==> config.mk <==
export PLATFORM = sky130hd
export DESIGN_NAME = power_mode_controller
export DESIGN_NICKNAME = d
export VERILOG_FILES = /design/src/hw/power_mode_pkg.sv /design/src/hw/wake_sync.sv /design/src/hw/power_mode_controller.sv
export VERILOG_INCLUDE_DIRS = /design/src /design/src/hw
export SDC_FILE = /design/constraint.sdc
export NUM_CORES = 1
export LEC_CHECK = 0
export BUFFER_PORTS_ARGS = -buffer_cell sky130_fd_sc_hd__buf_4
export CAP_MARGIN = 10
export CORE_MARGIN = 2
export CORE_UTILIZATION = 49
export DETAILED_ROUTE_END_ITERATION = 7
export PLACE_DENSITY = 0.82
export SYNTH_ARGS = -nofsm -noshare
export SYNTH_HDL_FRONTEND = slang
export SYNTH_HIERARCHICAL = 1
export SYNTH_SLANG_ARGS = --single-unit
==> constraint.sdc <==
create_clock -name core_clk -period 2.1 [get_ports core_clk]
set_input_delay 0.42 -clock core_clk [delete_from_list [all_inputs] [get_ports core_clk]]
set_output_delay 0.42 -clock core_clk [all_outputs]
set_load 0.05 [all_outputs]
==> src/hw/power_mode_consts.svh <==
// Constants for the power-mode controller: widths, fields, resets and timing
//
// Summary of operation
// - Exactly five power states, each own settings
// - Reset/power-up enters full-on, PLL not bypassed
// - Active: PLL bypassed, both clocks enabled
// - Active still grants DMA to local memory
// - Sleep: core clock off, PLL and system run
// - Sleep refuses system DMA to local memory
// - Deep sleep: PLL off, both clocks off
// - Deep sleep blocks asynchronous peripherals' accesses
// - Deep sleep exits only by reset or GPIO
// - Zero-volt supply request from full-on, active or sleep enters hibernate, power off
// - Hibernate bit written zero drops regulator wake
// - Hibernate puts external pins into high impedance
// - Regulator control register survives hibernate
// - Other state is invalid after hibernate wake
// - Per-peripheral clock gating under software control
// - Regulator wake output high requests core power
// - Reset in hibernate raises regulator wake output
// - Startup waits for active-low power-good after hibernate
`ifndef POWER_MODE_CONSTS_SVH
`define POWER_MODE_CONSTS_SVH

// ============================================================
// Regulator control register
`define VR_WIDTH          16
`define VR_HIBERNATE_BIT  15
`define VR_RESET_VALUE    16'h8000

// ============================================================
// Timing
`define CLK_PERIOD_NS     40
`define WAKE_MIN_NS       10
`define WAKE_MIN_CYCLES   (((`WAKE_MIN_NS + `CLK_PERIOD_NS - 1) / `CLK_PERIOD_NS) < 1 ? 1 : \
                           ((`WAKE_MIN_NS + `CLK_PERIOD_NS - 1) / `CLK_PERIOD_NS))
`define SYNC_STAGES       2

`endif

==> src/hw/power_mode_pkg.sv <==
// Types shared by the power-mode controller
package power_mode_pkg;

    // Gray coded along full-on, active, sleep, deep sleep, hibernate
    typedef enum logic [2:0] {
        ST_FULL_ON    = 3'h0,
        ST_ACTIVE     = 3'h1,
        ST_SLEEP      = 3'h3,
        ST_DEEP_SLEEP = 3'h2,
        ST_HIBERNATE  = 3'h6
    } power_state_t;

endpackage

==> src/hw/wake_sync.sv <==
// Two-stage synchroniser and level match for the GPIO wake input
`timescale 1ns/10ps

module wake_sync
(
    input  wire logic core_clk,
    input  wire logic rst,
    input  wire logic gpio_wake_pin,
    input  wire logic wake_level,
    output logic      wake_hit
);

    logic [1:0] sync_ff;
    logic [1:0] nxt_sync;
    logic       hit_ff;
    logic       nxt_hit;

    // ============================================================
    // Next values; only the second stage is compared
    always_comb
    begin
        nxt_sync = {sync_ff[0], gpio_wake_pin};
        nxt_hit  = (sync_ff[1] == wake_level);
    end

    // ============================================================
    // Registers
    always_ff @(posedge core_clk or posedge rst)
    begin
        if (rst)
        begin
            sync_ff <= 2'h0;
            hit_ff  <= 1'h0;
        end
        else
        begin
            sync_ff <= nxt_sync;
            hit_ff  <= nxt_hit;
        end
    end

    assign wake_hit = hit_ff;

endmodule

==> src/hw/power_mode_controller.sv <==
// Power-mode controller: state sequencing, clock gating, DMA and regulator control
`timescale 1ns/10ps
`include "power_mode_consts.svh"

module power_mode_controller
#(
    parameter int NUM_PERIPH = 8
)
(
    input  wire logic                   core_clk,
    input  wire logic                   rst,
    input  wire logic                   io_por,
    input  wire logic [2:0]             mode_req,
    input  wire logic                   mode_req_valid,
    input  wire logic                   active_pll_off,
    input  wire logic                   sleep_wake_event,
    input  wire logic                   gpio_wake_pin,
    input  wire logic                   gpio_wake_level,
    input  wire logic                   vr_wr_en,
    input  wire logic [`VR_WIDTH-1:0]   vr_wr_data,
    input  wire logic                   power_good_in_n,
    input  wire logic [NUM_PERIPH-1:0]  periph_clk_on,
    input  wire logic                   dma_l1_req,
    input  wire logic                   lost_ack,
    output logic [2:0]                  power_state,
    output logic                        pll_en,
    output logic                        pll_bypass,
    output logic                        core_clock_en,
    output logic                        sys_clock_en,
    output logic                        core_power_on,
    output logic [NUM_PERIPH-1:0]       periph_clk_en,
    output logic                        dma_l1_grant,
    output logic                        async_periph_block,
    output logic                        pins_hiz,
    output logic                        regulator_wake_out,
    output logic [`VR_WIDTH-1:0]        regulator_control_register,
    output logic                        context_lost
);

    // ============================================================
    // Declarations
    power_mode_pkg::power_state_t state_ff;
    power_mode_pkg::power_state_t nxt_state;
    logic                  gpio_hit;
    logic                  hib_req;
    logic                  supply_hold;
    logic [`VR_WIDTH-1:0]  vr_ff;
    logic [`VR_WIDTH-1:0]  nxt_vr;
    logic                  wake_out_ff;
    logic                  nxt_wake_out;
    logic                  from_hib_ff;
    logic                  nxt_from_hib;
    logic                  pll_en_ff;
    logic                  nxt_pll_en;
    logic                  bypass_ff;
    logic                  nxt_bypass;
    logic                  core_en_ff;
    logic                  nxt_core_en;
    logic                  sys_en_ff;
    logic                  nxt_sys_en;
    logic                  cpwr_ff;
    logic                  nxt_cpwr;
    logic [NUM_PERIPH-1:0] periph_ff;
    logic [NUM_PERIPH-1:0] nxt_periph;
    logic                  grant_ff;
    logic                  nxt_grant;
    logic                  ablock_ff;
    logic                  nxt_ablock;
    logic                  hiz_ff;
    logic                  nxt_hiz;
    logic                  lost_ff;
    logic                  nxt_lost;

    // Map a requested mode code to a legal software target; hibernate goes by regulator write
    function automatic power_mode_pkg::power_state_t decode_req
    (
        input logic [2:0]                   code,
        input power_mode_pkg::power_state_t cur
    );
        power_mode_pkg::power_state_t res;
        res = cur;
        if (code == power_mode_pkg::ST_FULL_ON)
            res = power_mode_pkg::ST_FULL_ON;
        else if (code == power_mode_pkg::ST_ACTIVE)
            res = power_mode_pkg::ST_ACTIVE;
        else if (code == power_mode_pkg::ST_SLEEP)
            res = power_mode_pkg::ST_SLEEP;
        else if (code == power_mode_pkg::ST_DEEP_SLEEP)
            res = power_mode_pkg::ST_DEEP_SLEEP;
        return res;
    endfunction

    // ============================================================
    // GPIO wake synchroniser
    wake_sync u_wake_sync
    (
        .core_clk      (core_clk),
        .rst           (rst),
        .gpio_wake_pin (gpio_wake_pin),
        .wake_level    (gpio_wake_level),
        .wake_hit      (gpio_hit)
    );

    // Hibernate request is a regulator write with the hibernate bit cleared
    assign hib_req = vr_wr_en && !vr_wr_data[`VR_HIBERNATE_BIT];
    // After a hibernate wake no mode request is taken and core and system clocks stay off until the supply is good
    assign supply_hold = from_hib_ff && power_good_in_n;

    // ============================================================
    // Power state sequencing
    always_comb
    begin
        nxt_state = state_ff;
        case (state_ff)
            power_mode_pkg::ST_FULL_ON,
            power_mode_pkg::ST_ACTIVE:
            begin
                if (hib_req)
                    nxt_state = power_mode_pkg::ST_HIBERNATE;
                else if (mode_req_valid && !supply_hold)
                    nxt_state = decode_req(mode_req, state_ff);
            end
            power_mode_pkg::ST_SLEEP:
            begin
                if (hib_req)
                    nxt_state = power_mode_pkg::ST_HIBERNATE;
                else if (sleep_wake_event || gpio_hit)
                    nxt_state = power_mode_pkg::ST_FULL_ON;
            end
            power_mode_pkg::ST_DEEP_SLEEP:
            begin
                // Only a synchronised GPIO wake leaves; reset acts asynchronously
                if (gpio_hit)
                    nxt_state = power_mode_pkg::ST_FULL_ON;
            end
            power_mode_pkg::ST_HIBERNATE:
            begin
                // Held until the reset pin restarts everything outside the retained domain
                nxt_state = power_mode_pkg::ST_HIBERNATE;
            end
            default:
            begin
                nxt_state = power_mode_pkg::ST_FULL_ON;
            end
        endcase
    end

    always_ff @(posedge core_clk or posedge rst)
    begin
        if (rst)
            state_ff <= power_mode_pkg::ST_FULL_ON;
        else
            state_ff <= nxt_state;
    end

    // ============================================================
    // Retained domain: lives on the I/O supply, so only io_por clears it
    always_comb
    begin
        nxt_vr       = vr_ff;
        nxt_from_hib = from_hib_ff;
        if (vr_wr_en)
            nxt_vr = vr_wr_data;
        // Reset pin in hibernate asks the regulator for core power again
        if (rst)
            nxt_vr[`VR_HIBERNATE_BIT] = 1'b1;
        // Remember hibernation across the reset that ends it
        if (state_ff == power_mode_pkg::ST_HIBERNATE)
            nxt_from_hib = 1'b1;
        else if (!power_good_in_n && !rst)
            nxt_from_hib = 1'b0;
        nxt_wake_out = nxt_vr[`VR_HIBERNATE_BIT];
    end

    always_ff @(posedge core_clk or posedge io_por)
    begin
        if (io_por)
        begin
            vr_ff       <= `VR_RESET_VALUE;
            wake_out_ff <= 1'b1;
            from_hib_ff <= 1'b0;
        end
        else
        begin
            vr_ff       <= nxt_vr;
            wake_out_ff <= nxt_wake_out;
            from_hib_ff <= nxt_from_hib;
        end
    end

    // ============================================================
    // Per-state settings; all enables change on a clock edge, or asynchronously when rst is asserted
    always_comb
    begin
        nxt_pll_en  = 1'b0;
        nxt_bypass  = 1'b0;
        nxt_core_en = 1'b0;
        nxt_sys_en  = 1'b0;
        nxt_cpwr    = 1'b1;
        nxt_ablock  = 1'b0;
        nxt_hiz     = 1'b0;
        case (nxt_state)
            power_mode_pkg::ST_FULL_ON:
            begin
                nxt_pll_en  = 1'b1;
                nxt_core_en = 1'b1;
                nxt_sys_en  = 1'b1;
            end
            power_mode_pkg::ST_ACTIVE:
            begin
                nxt_pll_en  = !active_pll_off;
                nxt_bypass  = 1'b1;
                nxt_core_en = 1'b1;
                nxt_sys_en  = 1'b1;
            end
            power_mode_pkg::ST_SLEEP:
            begin
                nxt_pll_en = 1'b1;
                nxt_sys_en = 1'b1;
            end
            power_mode_pkg::ST_DEEP_SLEEP:
            begin
                nxt_ablock = 1'b1;
            end
            power_mode_pkg::ST_HIBERNATE:
            begin
                nxt_cpwr   = 1'b0;
                nxt_ablock = 1'b1;
                nxt_hiz    = 1'b1;
            end
            default:
            begin
                nxt_cpwr = 1'b1;
            end
        endcase
        // After a hibernate wake, core and system clocks stay stopped while the regulator is still ramping
        if (supply_hold)
        begin
            nxt_core_en = 1'b0;
            nxt_sys_en  = 1'b0;
        end
        nxt_periph = periph_clk_on & {NUM_PERIPH{nxt_sys_en}};
        // Local-memory DMA only while the core clock domain runs
        nxt_grant = dma_l1_req && nxt_core_en;
    end

    // ============================================================
    // Context-lost flag; a hibernate wake with the supply good beats a same-cycle ack
    always_comb
    begin
        nxt_lost = lost_ff;
        if (lost_ack)
            nxt_lost = 1'b0;
        if (from_hib_ff && !supply_hold)
            nxt_lost = 1'b1;
    end

    always_ff @(posedge core_clk or posedge rst)
    begin
        if (rst)
        begin
            pll_en_ff  <= 1'b1;
            bypass_ff  <= 1'b0;
            core_en_ff <= 1'b0;
            sys_en_ff  <= 1'b0;
            cpwr_ff    <= 1'b1;
            periph_ff  <= '0;
            grant_ff   <= 1'b0;
            ablock_ff  <= 1'b0;
            hiz_ff     <= 1'b0;
            lost_ff    <= 1'b0;
        end
        else
        begin
            pll_en_ff  <= nxt_pll_en;
            bypass_ff  <= nxt_bypass;
            core_en_ff <= nxt_core_en;
            sys_en_ff  <= nxt_sys_en;
            cpwr_ff    <= nxt_cpwr;
            periph_ff  <= nxt_periph;
            grant_ff   <= nxt_grant;
            ablock_ff  <= nxt_ablock;
            hiz_ff     <= nxt_hiz;
            lost_ff    <= nxt_lost;
        end
    end

    // ============================================================
    // Outputs, each straight from a flip-flop
    assign power_state                = state_ff;
    assign pll_en                     = pll_en_ff;
    assign pll_bypass                 = bypass_ff;
    assign core_clock_en              = core_en_ff;
    assign sys_clock_en               = sys_en_ff;
    assign core_power_on              = cpwr_ff;
    assign periph_clk_en              = periph_ff;
    assign dma_l1_grant               = grant_ff;
    assign async_periph_block         = ablock_ff;
    assign pins_hiz                   = hiz_ff;
    assign regulator_wake_out         = wake_out_ff;
    assign regulator_control_register = vr_ff;
    assign context_lost               = lost_ff;

endmodule

Word level (Yosys, flattened, before mapping)
Index checks and enable logic that the tools add are counted.
{"block": "totals", "ff_bits": 40, "in_bits": 39, "out_inout_bits": 37, "word_cells": 77}
{"block": "op_classes", "n_eq_ne": 12, "n_mux": 25, "bitwise": 1, "reduce_logical": 23}
{"cell": "3-bit 2-to-1 mux", "n": 9}
{"cell": "3-bit by 2-bit equality test with 1-bit output, second input constant", "n": 6}
{"cell": "16-bit 2-to-1 mux", "n": 1}
{"cell": "1-bit 2-to-1 mux", "n": 13}
{"cell": "3-bit case mux with 4 select lines", "n": 1}
{"cell": "3-bit by 1-bit equality test with 1-bit output, second input constant", "n": 3}
{"cell": "3-bit zero test", "n": 3}
{"cell": "8-bit bitwise AND", "n": 1}
{"cell": "2-bit OR reduction", "n": 4}
{"cell": "3-bit equality test, second input constant", "n": 2}
{"cell": "1-bit logical AND", "n": 6}
{"cell": "2-bit nonzero test", "n": 3}
{"cell": "1-bit zero test", "n": 5}
{"cell": "3-bit OR reduction", "n": 1}
{"cell": "1-bit case mux with 2 select lines", "n": 1}
{"cell": "1-bit equality test", "n": 1}
{"cell": "1-bit logical OR", "n": 1}

Depth between registers and ports, before layout
{"block": "depth", "ltp_word": 13, "ltp_mapped": 6, "ltp_nobuf": 4}

By module
The synthesis kept the hierarchy.
{"mod": "power_mode_controller", "instances": 1, "cells_each": 114, "area_each_um2": 1530.2, "seq_area_each_um2": 929.6}
{"mod": "wake_sync", "instances": 1, "cells_each": 5, "area_each_um2": 87.6, "seq_area_each_um2": 75.1}

Least setup slack after synthesis
No wires, ideal clock.
{"block": "synth_path", "path_kind": "reg-to-reg", "startpoint": "reg state_ff[2] (netlist: power_state[2])", "endpoint": "reg periph_ff[0] (netlist: periph_clk_en[0])", "setup_time_ns": 0.120, "arrival_time_ns": 1.567, "t_required_ns": 1.980, "setup_slack_ns": 0.413, "stages_incl_launch_ff": 6, "path_buffers": 1, "period_less_slack_ns": 1.687, "path_cell_list": "dfrtp_1 > nor2_1 > and3_1 > o31ai_4 > buf_6 > a21oi_2"}
{"block": "synth_via", "elab_chain_len": 12, "elab_cells_between_ends": 23, "cone_classes": "eq/ne: 6; mux: 12; bitwise: 1; reduce/logical: 4"}
{"item": "start, declared", "line": "power_mode_controller.sv:42", "source": "power_mode_pkg::power_state_t state_ff;"}
{"item": "start signal, assigned", "line": "power_mode_controller.sv:151", "source": "state_ff <= power_mode_pkg::ST_FULL_ON;"}
{"item": "start signal, assigned", "line": "power_mode_controller.sv:153", "source": "state_ff <= nxt_state;"}
{"item": "3-bit 2-to-1 mux", "line": "power_mode_controller.sv:88", "source": "else if (code == power_mode_pkg::ST_DEEP_SLEEP)"}
{"item": "3-bit 2-to-1 mux", "line": "power_mode_controller.sv:86", "source": "else if (code == power_mode_pkg::ST_SLEEP)"}
{"item": "3-bit 2-to-1 mux", "line": "power_mode_controller.sv:84", "source": "else if (code == power_mode_pkg::ST_ACTIVE)"}
{"item": "3-bit 2-to-1 mux", "line": "power_mode_controller.sv:82", "source": "if (code == power_mode_pkg::ST_FULL_ON)"}
{"item": "3-bit 2-to-1 mux", "line": "power_mode_controller.sv:120", "source": "else if (mode_req_valid && !supply_hold)"}
{"item": "3-bit 2-to-1 mux", "line": "power_mode_controller.sv:118", "source": "if (hib_req)"}
{"item": "3-bit case mux with 4 select lines (*)", "line": "power_mode_controller.sv:114", "source": "case (state_ff)"}
{"item": "3-bit by 2-bit equality test with 1-bit output, or another cell as far along", "line": "power_mode_controller.sv:202", "source": "case (nxt_state)"}
{"item": "3-bit OR reduction (no source line) (*)"}
{"item": "1-bit 2-to-1 mux (*)", "line": "power_mode_controller.sv:202"}
{"item": "1-bit 2-to-1 mux (*)", "line": "power_mode_controller.sv:237", "source": "if (supply_hold)"}
{"item": "8-bit bitwise AND (*)", "line": "power_mode_controller.sv:242", "source": "nxt_periph = periph_clk_on & {NUM_PERIPH{nxt_sys_en}};"}
{"item": "via nxt_periph[0]", "line": "power_mode_controller.sv:64", "source": "logic [NUM_PERIPH-1:0] nxt_periph;"}
{"item": "end signal, assigned", "line": "power_mode_controller.sv:280", "source": "periph_ff <= nxt_periph;"}
{"item": "end, declared", "line": "power_mode_controller.sv:63", "source": "logic [NUM_PERIPH-1:0] periph_ff;"}
The timed path passes the listed nets; every way through them passes the cells marked *.
A chain may end at the register's enable or synchronous reset.

Worst setup path after layout
{"block": "layout_path", "startpoint": "reg state_ff[2] (netlist: power_state[2])", "endpoint": "reg periph_ff[3] (netlist: periph_clk_en[3])"}
Same word-level chain as after synthesis.

==> flow_metrics.py <==
metrics = {
    "cts": {
        "post_cts_buffers": 0,
        "cts_htree_levels": 2,
        "cts_tree": "done",
        "clock_latency_ns": 0.34,
        "clockBufferDepth": 2,
        "post_cts_resize_count": 0,
        "cts_buffers": 5,
        "clockRootBuffer": "clkbuf_4",
        "path_clk_slew_ns": 0.11,
        "cts_sinks": 40,
    },
    "cells_and_area": {
        "regArea_um2": 1000,
        "areaGrowthSynthToFinish_pct": 42.8,
        "finalNetCount": 238,
        "multi_input_area_um2": 529,
        "drive_gt1_frac": 0.525,
        "n_antenna_cell": 0,
        "fill_cells": 231,
    },
    "worst_setup_path": {
        "cp-end-kind": "flip-flop",
        "crit_arrival_ns": 1.92,
        "critPathLaunchType": "flip-flop",
        "path_class": "flip-flop to flip-flop",
        "r2r_cells": 5,
        "cp.required_ns": 2.33,
        "critPathMaxFanout": 7,
    },
    "timing": {
        "rsz0062_at_grt": "no",
        "finalHoldViolations": 0,
        "worst_pin_slew_ns": 0.621,
        "slew_headroom": 0.585,
        "setup_viol": 0,
        "period_minus_slack_ns": 1.69,
        "report.final.slew_viol_count": 0,
        "max_freq_ghz": 0.593,
        "finalClockSkew_ns": 0.00622,
        "period_share": 0.803,
        "tns_ns": 0,
    },
    "floorplan": {
        "start_util": 0.521,
        "dieArea_um2": 3780,
        "io_pins": 76,
        "die_w_um": 61.5,
        "die_h_um": 61.5,
        "placementRows": 20,
        "coreArea_um2": 3100,
    },
    "synthesis": {
        "synth_cells": 119,
        "syn-num-nets": 158,
        "yosys.area.top_type_share": 0.572,
        "syn_area_per_cell_um2": 13.6,
        "synth_area_um2": 1620,
        "yosysWarnings": 6,
        "ys_seq_elements": 40,
        "yosysUniqueCellTypes": 33,
        "ys_seq_area_frac": 0.621,
        "synth_area_leaders": "dfrtp_1, mux2_1, dfstp_2",
        "post-synth-top-area-cell": "dfrtp_1",
    },
    "pwr": {
        "leakage_uw": 0.00117,
        "power_density_nw_per_um2": 1340,
        "power_uw": 3100,
        "ir_drop_uv": 789,
    },
    "routing": {
        "dr.pass1.iters": 4,
        "dr.first_iter.drc_count": 28,
        "via_per_inst": 4.88,
        "drtAntennaViolNets": 0,
        "drt-total-wl_mm": 3.39,
        "routed-via-count": 1190,
        "drc": 0,
        "wl_per_cell_um": 13.9,
    },
    "grt": {
        "grt_start_max_net_pins": 19,
        "met2_usage": 0.369,
        "grtUsageMet3": 0.0693,
        "antenna_found_initial": 0,
        "grt_overflow": 0,
        "grt_pass1_vias": 1243,
        "grt_busiest_layer": "met2",
        "grt_use_total": 0.203,
        "grt_pass1_wl_mm": 5.35,
        "grtUsageMet1": 0.222,
    },
    "placement": {
        "post-dp-hpwl_mm": 2.72,
        "portBuffers": 75,
        "place.gp.congestion": 0.735,
    },
    "job": {
        "maxCapViolations": 0,
    },
    "outcome": {
        "status": "finished clean",
    },
    "min_path": {
        "min-delay-path-class": "input port to asynchronous set/reset pin",
    },
}
==> cell usage in the layout (no fill, tap or decap), types with 2 or more instances in the layout <==
master    instances
clkbuf_4          5
o21ai_1           2
nor2_1            5
nor2b_1           3
buf_4            77
a21oi_1           2
dfstp_2           3
clkbuf_8          2
inv_1             9
nand2b_1          2
dfrtp_1          37
nand2_1           9
mux2_1           15
a21oi_2           8
==> stage by stage <==
stage                     instance area, um^2  hold WS [ns]  worst slack (ns)  std cells   util
after detailed placement                 2200         0.316             0.340        235  0.710
after CTS                                2310         0.160             0.409        244  0.744
after floorplan                          1620         0.174             0.413        119      -
final                                    2310         0.151             0.415        244  0.744
after global routing                     2310         0.158             0.313        244  0.744
after global placement                   2200         0.307             0.402        235  0.710
==> power by group <==
part / internal (uW) / switching, uW / leakage (uW)
combinational: 446 / 1020 / 0.000627
sequential: 973 / 106 / 0.000487
clock: 316 / 234 / 0.0000515
total: 1740 / 1360 / 0.00117
==> Yosys cell counts <==
library cell  instances
a21oi_1               2
nor2b_1               3
a21oi_4               1
nand2_2               1
and3b_1               1
and4_1                1
buf_4                 1
dfrtp_1              37
mux2_1               15
nand3_4               1
nand2_1               9
nor2_1                5
nor3_1                1
and4_4                1
and3_1                1
a21oi_2               8
buf_6                 3
o21ai_0               1
a221oi_2              1
nor3b_2               1
xnor2_1               1
o31ai_4               1
mux2i_1               1
inv_1                 9
o21ai_1               2
a2111oi_2             1
o22ai_1               1
and2_1                1
nand2b_1              2
nand4_1               1
dfstp_2               3
buf_2                 1
inv_2                 1
==> worst paths after layout <==
| path | startpoint | to | slack, ns |
|---|---|---|---|
| max in group asynchronous | rst | core_power_on | 0.90 |
| worst min-delay path | io_por | regulator_control_register[10] | 0.15 |
| min in group core_clk | gpio_wake_pin | u_wake_sync/sync_ff[0] | 0.19 |
| worst max register to register | power_state[2] | periph_clk_en[3] | 0.41 |
| worst min register to register | u_wake_sync/sync_ff[0] | u_wake_sync/sync_ff[1] | 0.37 |
| worst max-delay path | power_state[2] | periph_clk_en[3] | 0.41 |
==> cells by family after synthesis <==
| family | after synthesis | synth area share |
|---|---|---|
| flip-flops | 40 | 0.621 |
| AND/OR/NAND/NOR | 29 | 0.107 |
| AO/OA/AOI/OAI | 18 | 0.104 |
| multiplexers | 16 | 0.111 |
| buffers and inverters | 15 | 0.0518 |
| XOR/XNOR | 1 | 0.00541 |
==> cell type report <==
cell class	instances	share of cell area
multi-input combinational	64	0.229
sequential	40	0.435
tap	44	0.0238
inverter	10	0.0163
timing repair buffer	78	0.255
clock buffer	7	0.0282
clock inverter	1	0.0130
==> what timing repair did <==
item	4_1_cts	5_1_grt
endpoints found under the setup margin	0	0
hold endpoints to repair	3	0
hold buffers	1	0
==> sequential cells by signal (all words and copies together) (netlist names) <==
signal / flops
sys_clock_en: 1
from_hib_ff: 1
power_state: 3
u_wake_sync/wake_hit: 1
periph_clk_en: 8
pll_bypass: 1
regulator_control_register: 16
pins_hiz: 1
core_power_on: 1
dma_l1_grant: 1
core_clock_en: 1
context_lost: 1
pll_en: 1
u_wake_sync/sync_ff: 2
async_periph_block: 1
==> critical path, cell delays in order (launching register included) <==
cell	delay (ns)
dfrtp_1	0.52
nor2_1	0.11
and3_1	0.22
o31ai_4	0.41
buf_4	0.25
a21oi_2	0.07
==> layer usage <==
layer / routed length, um / part of all wire / up-vias
li1: - / - / 564
met1: 1250 / 0.37 / 577
met2: 1910 / 0.56 / 44
met3: 175 / 0.052 / 5
met4: 45 / 0.013 / 0
met5: 0 / 0 / -
No activity file was read; power rests on OpenSTA's default activity.
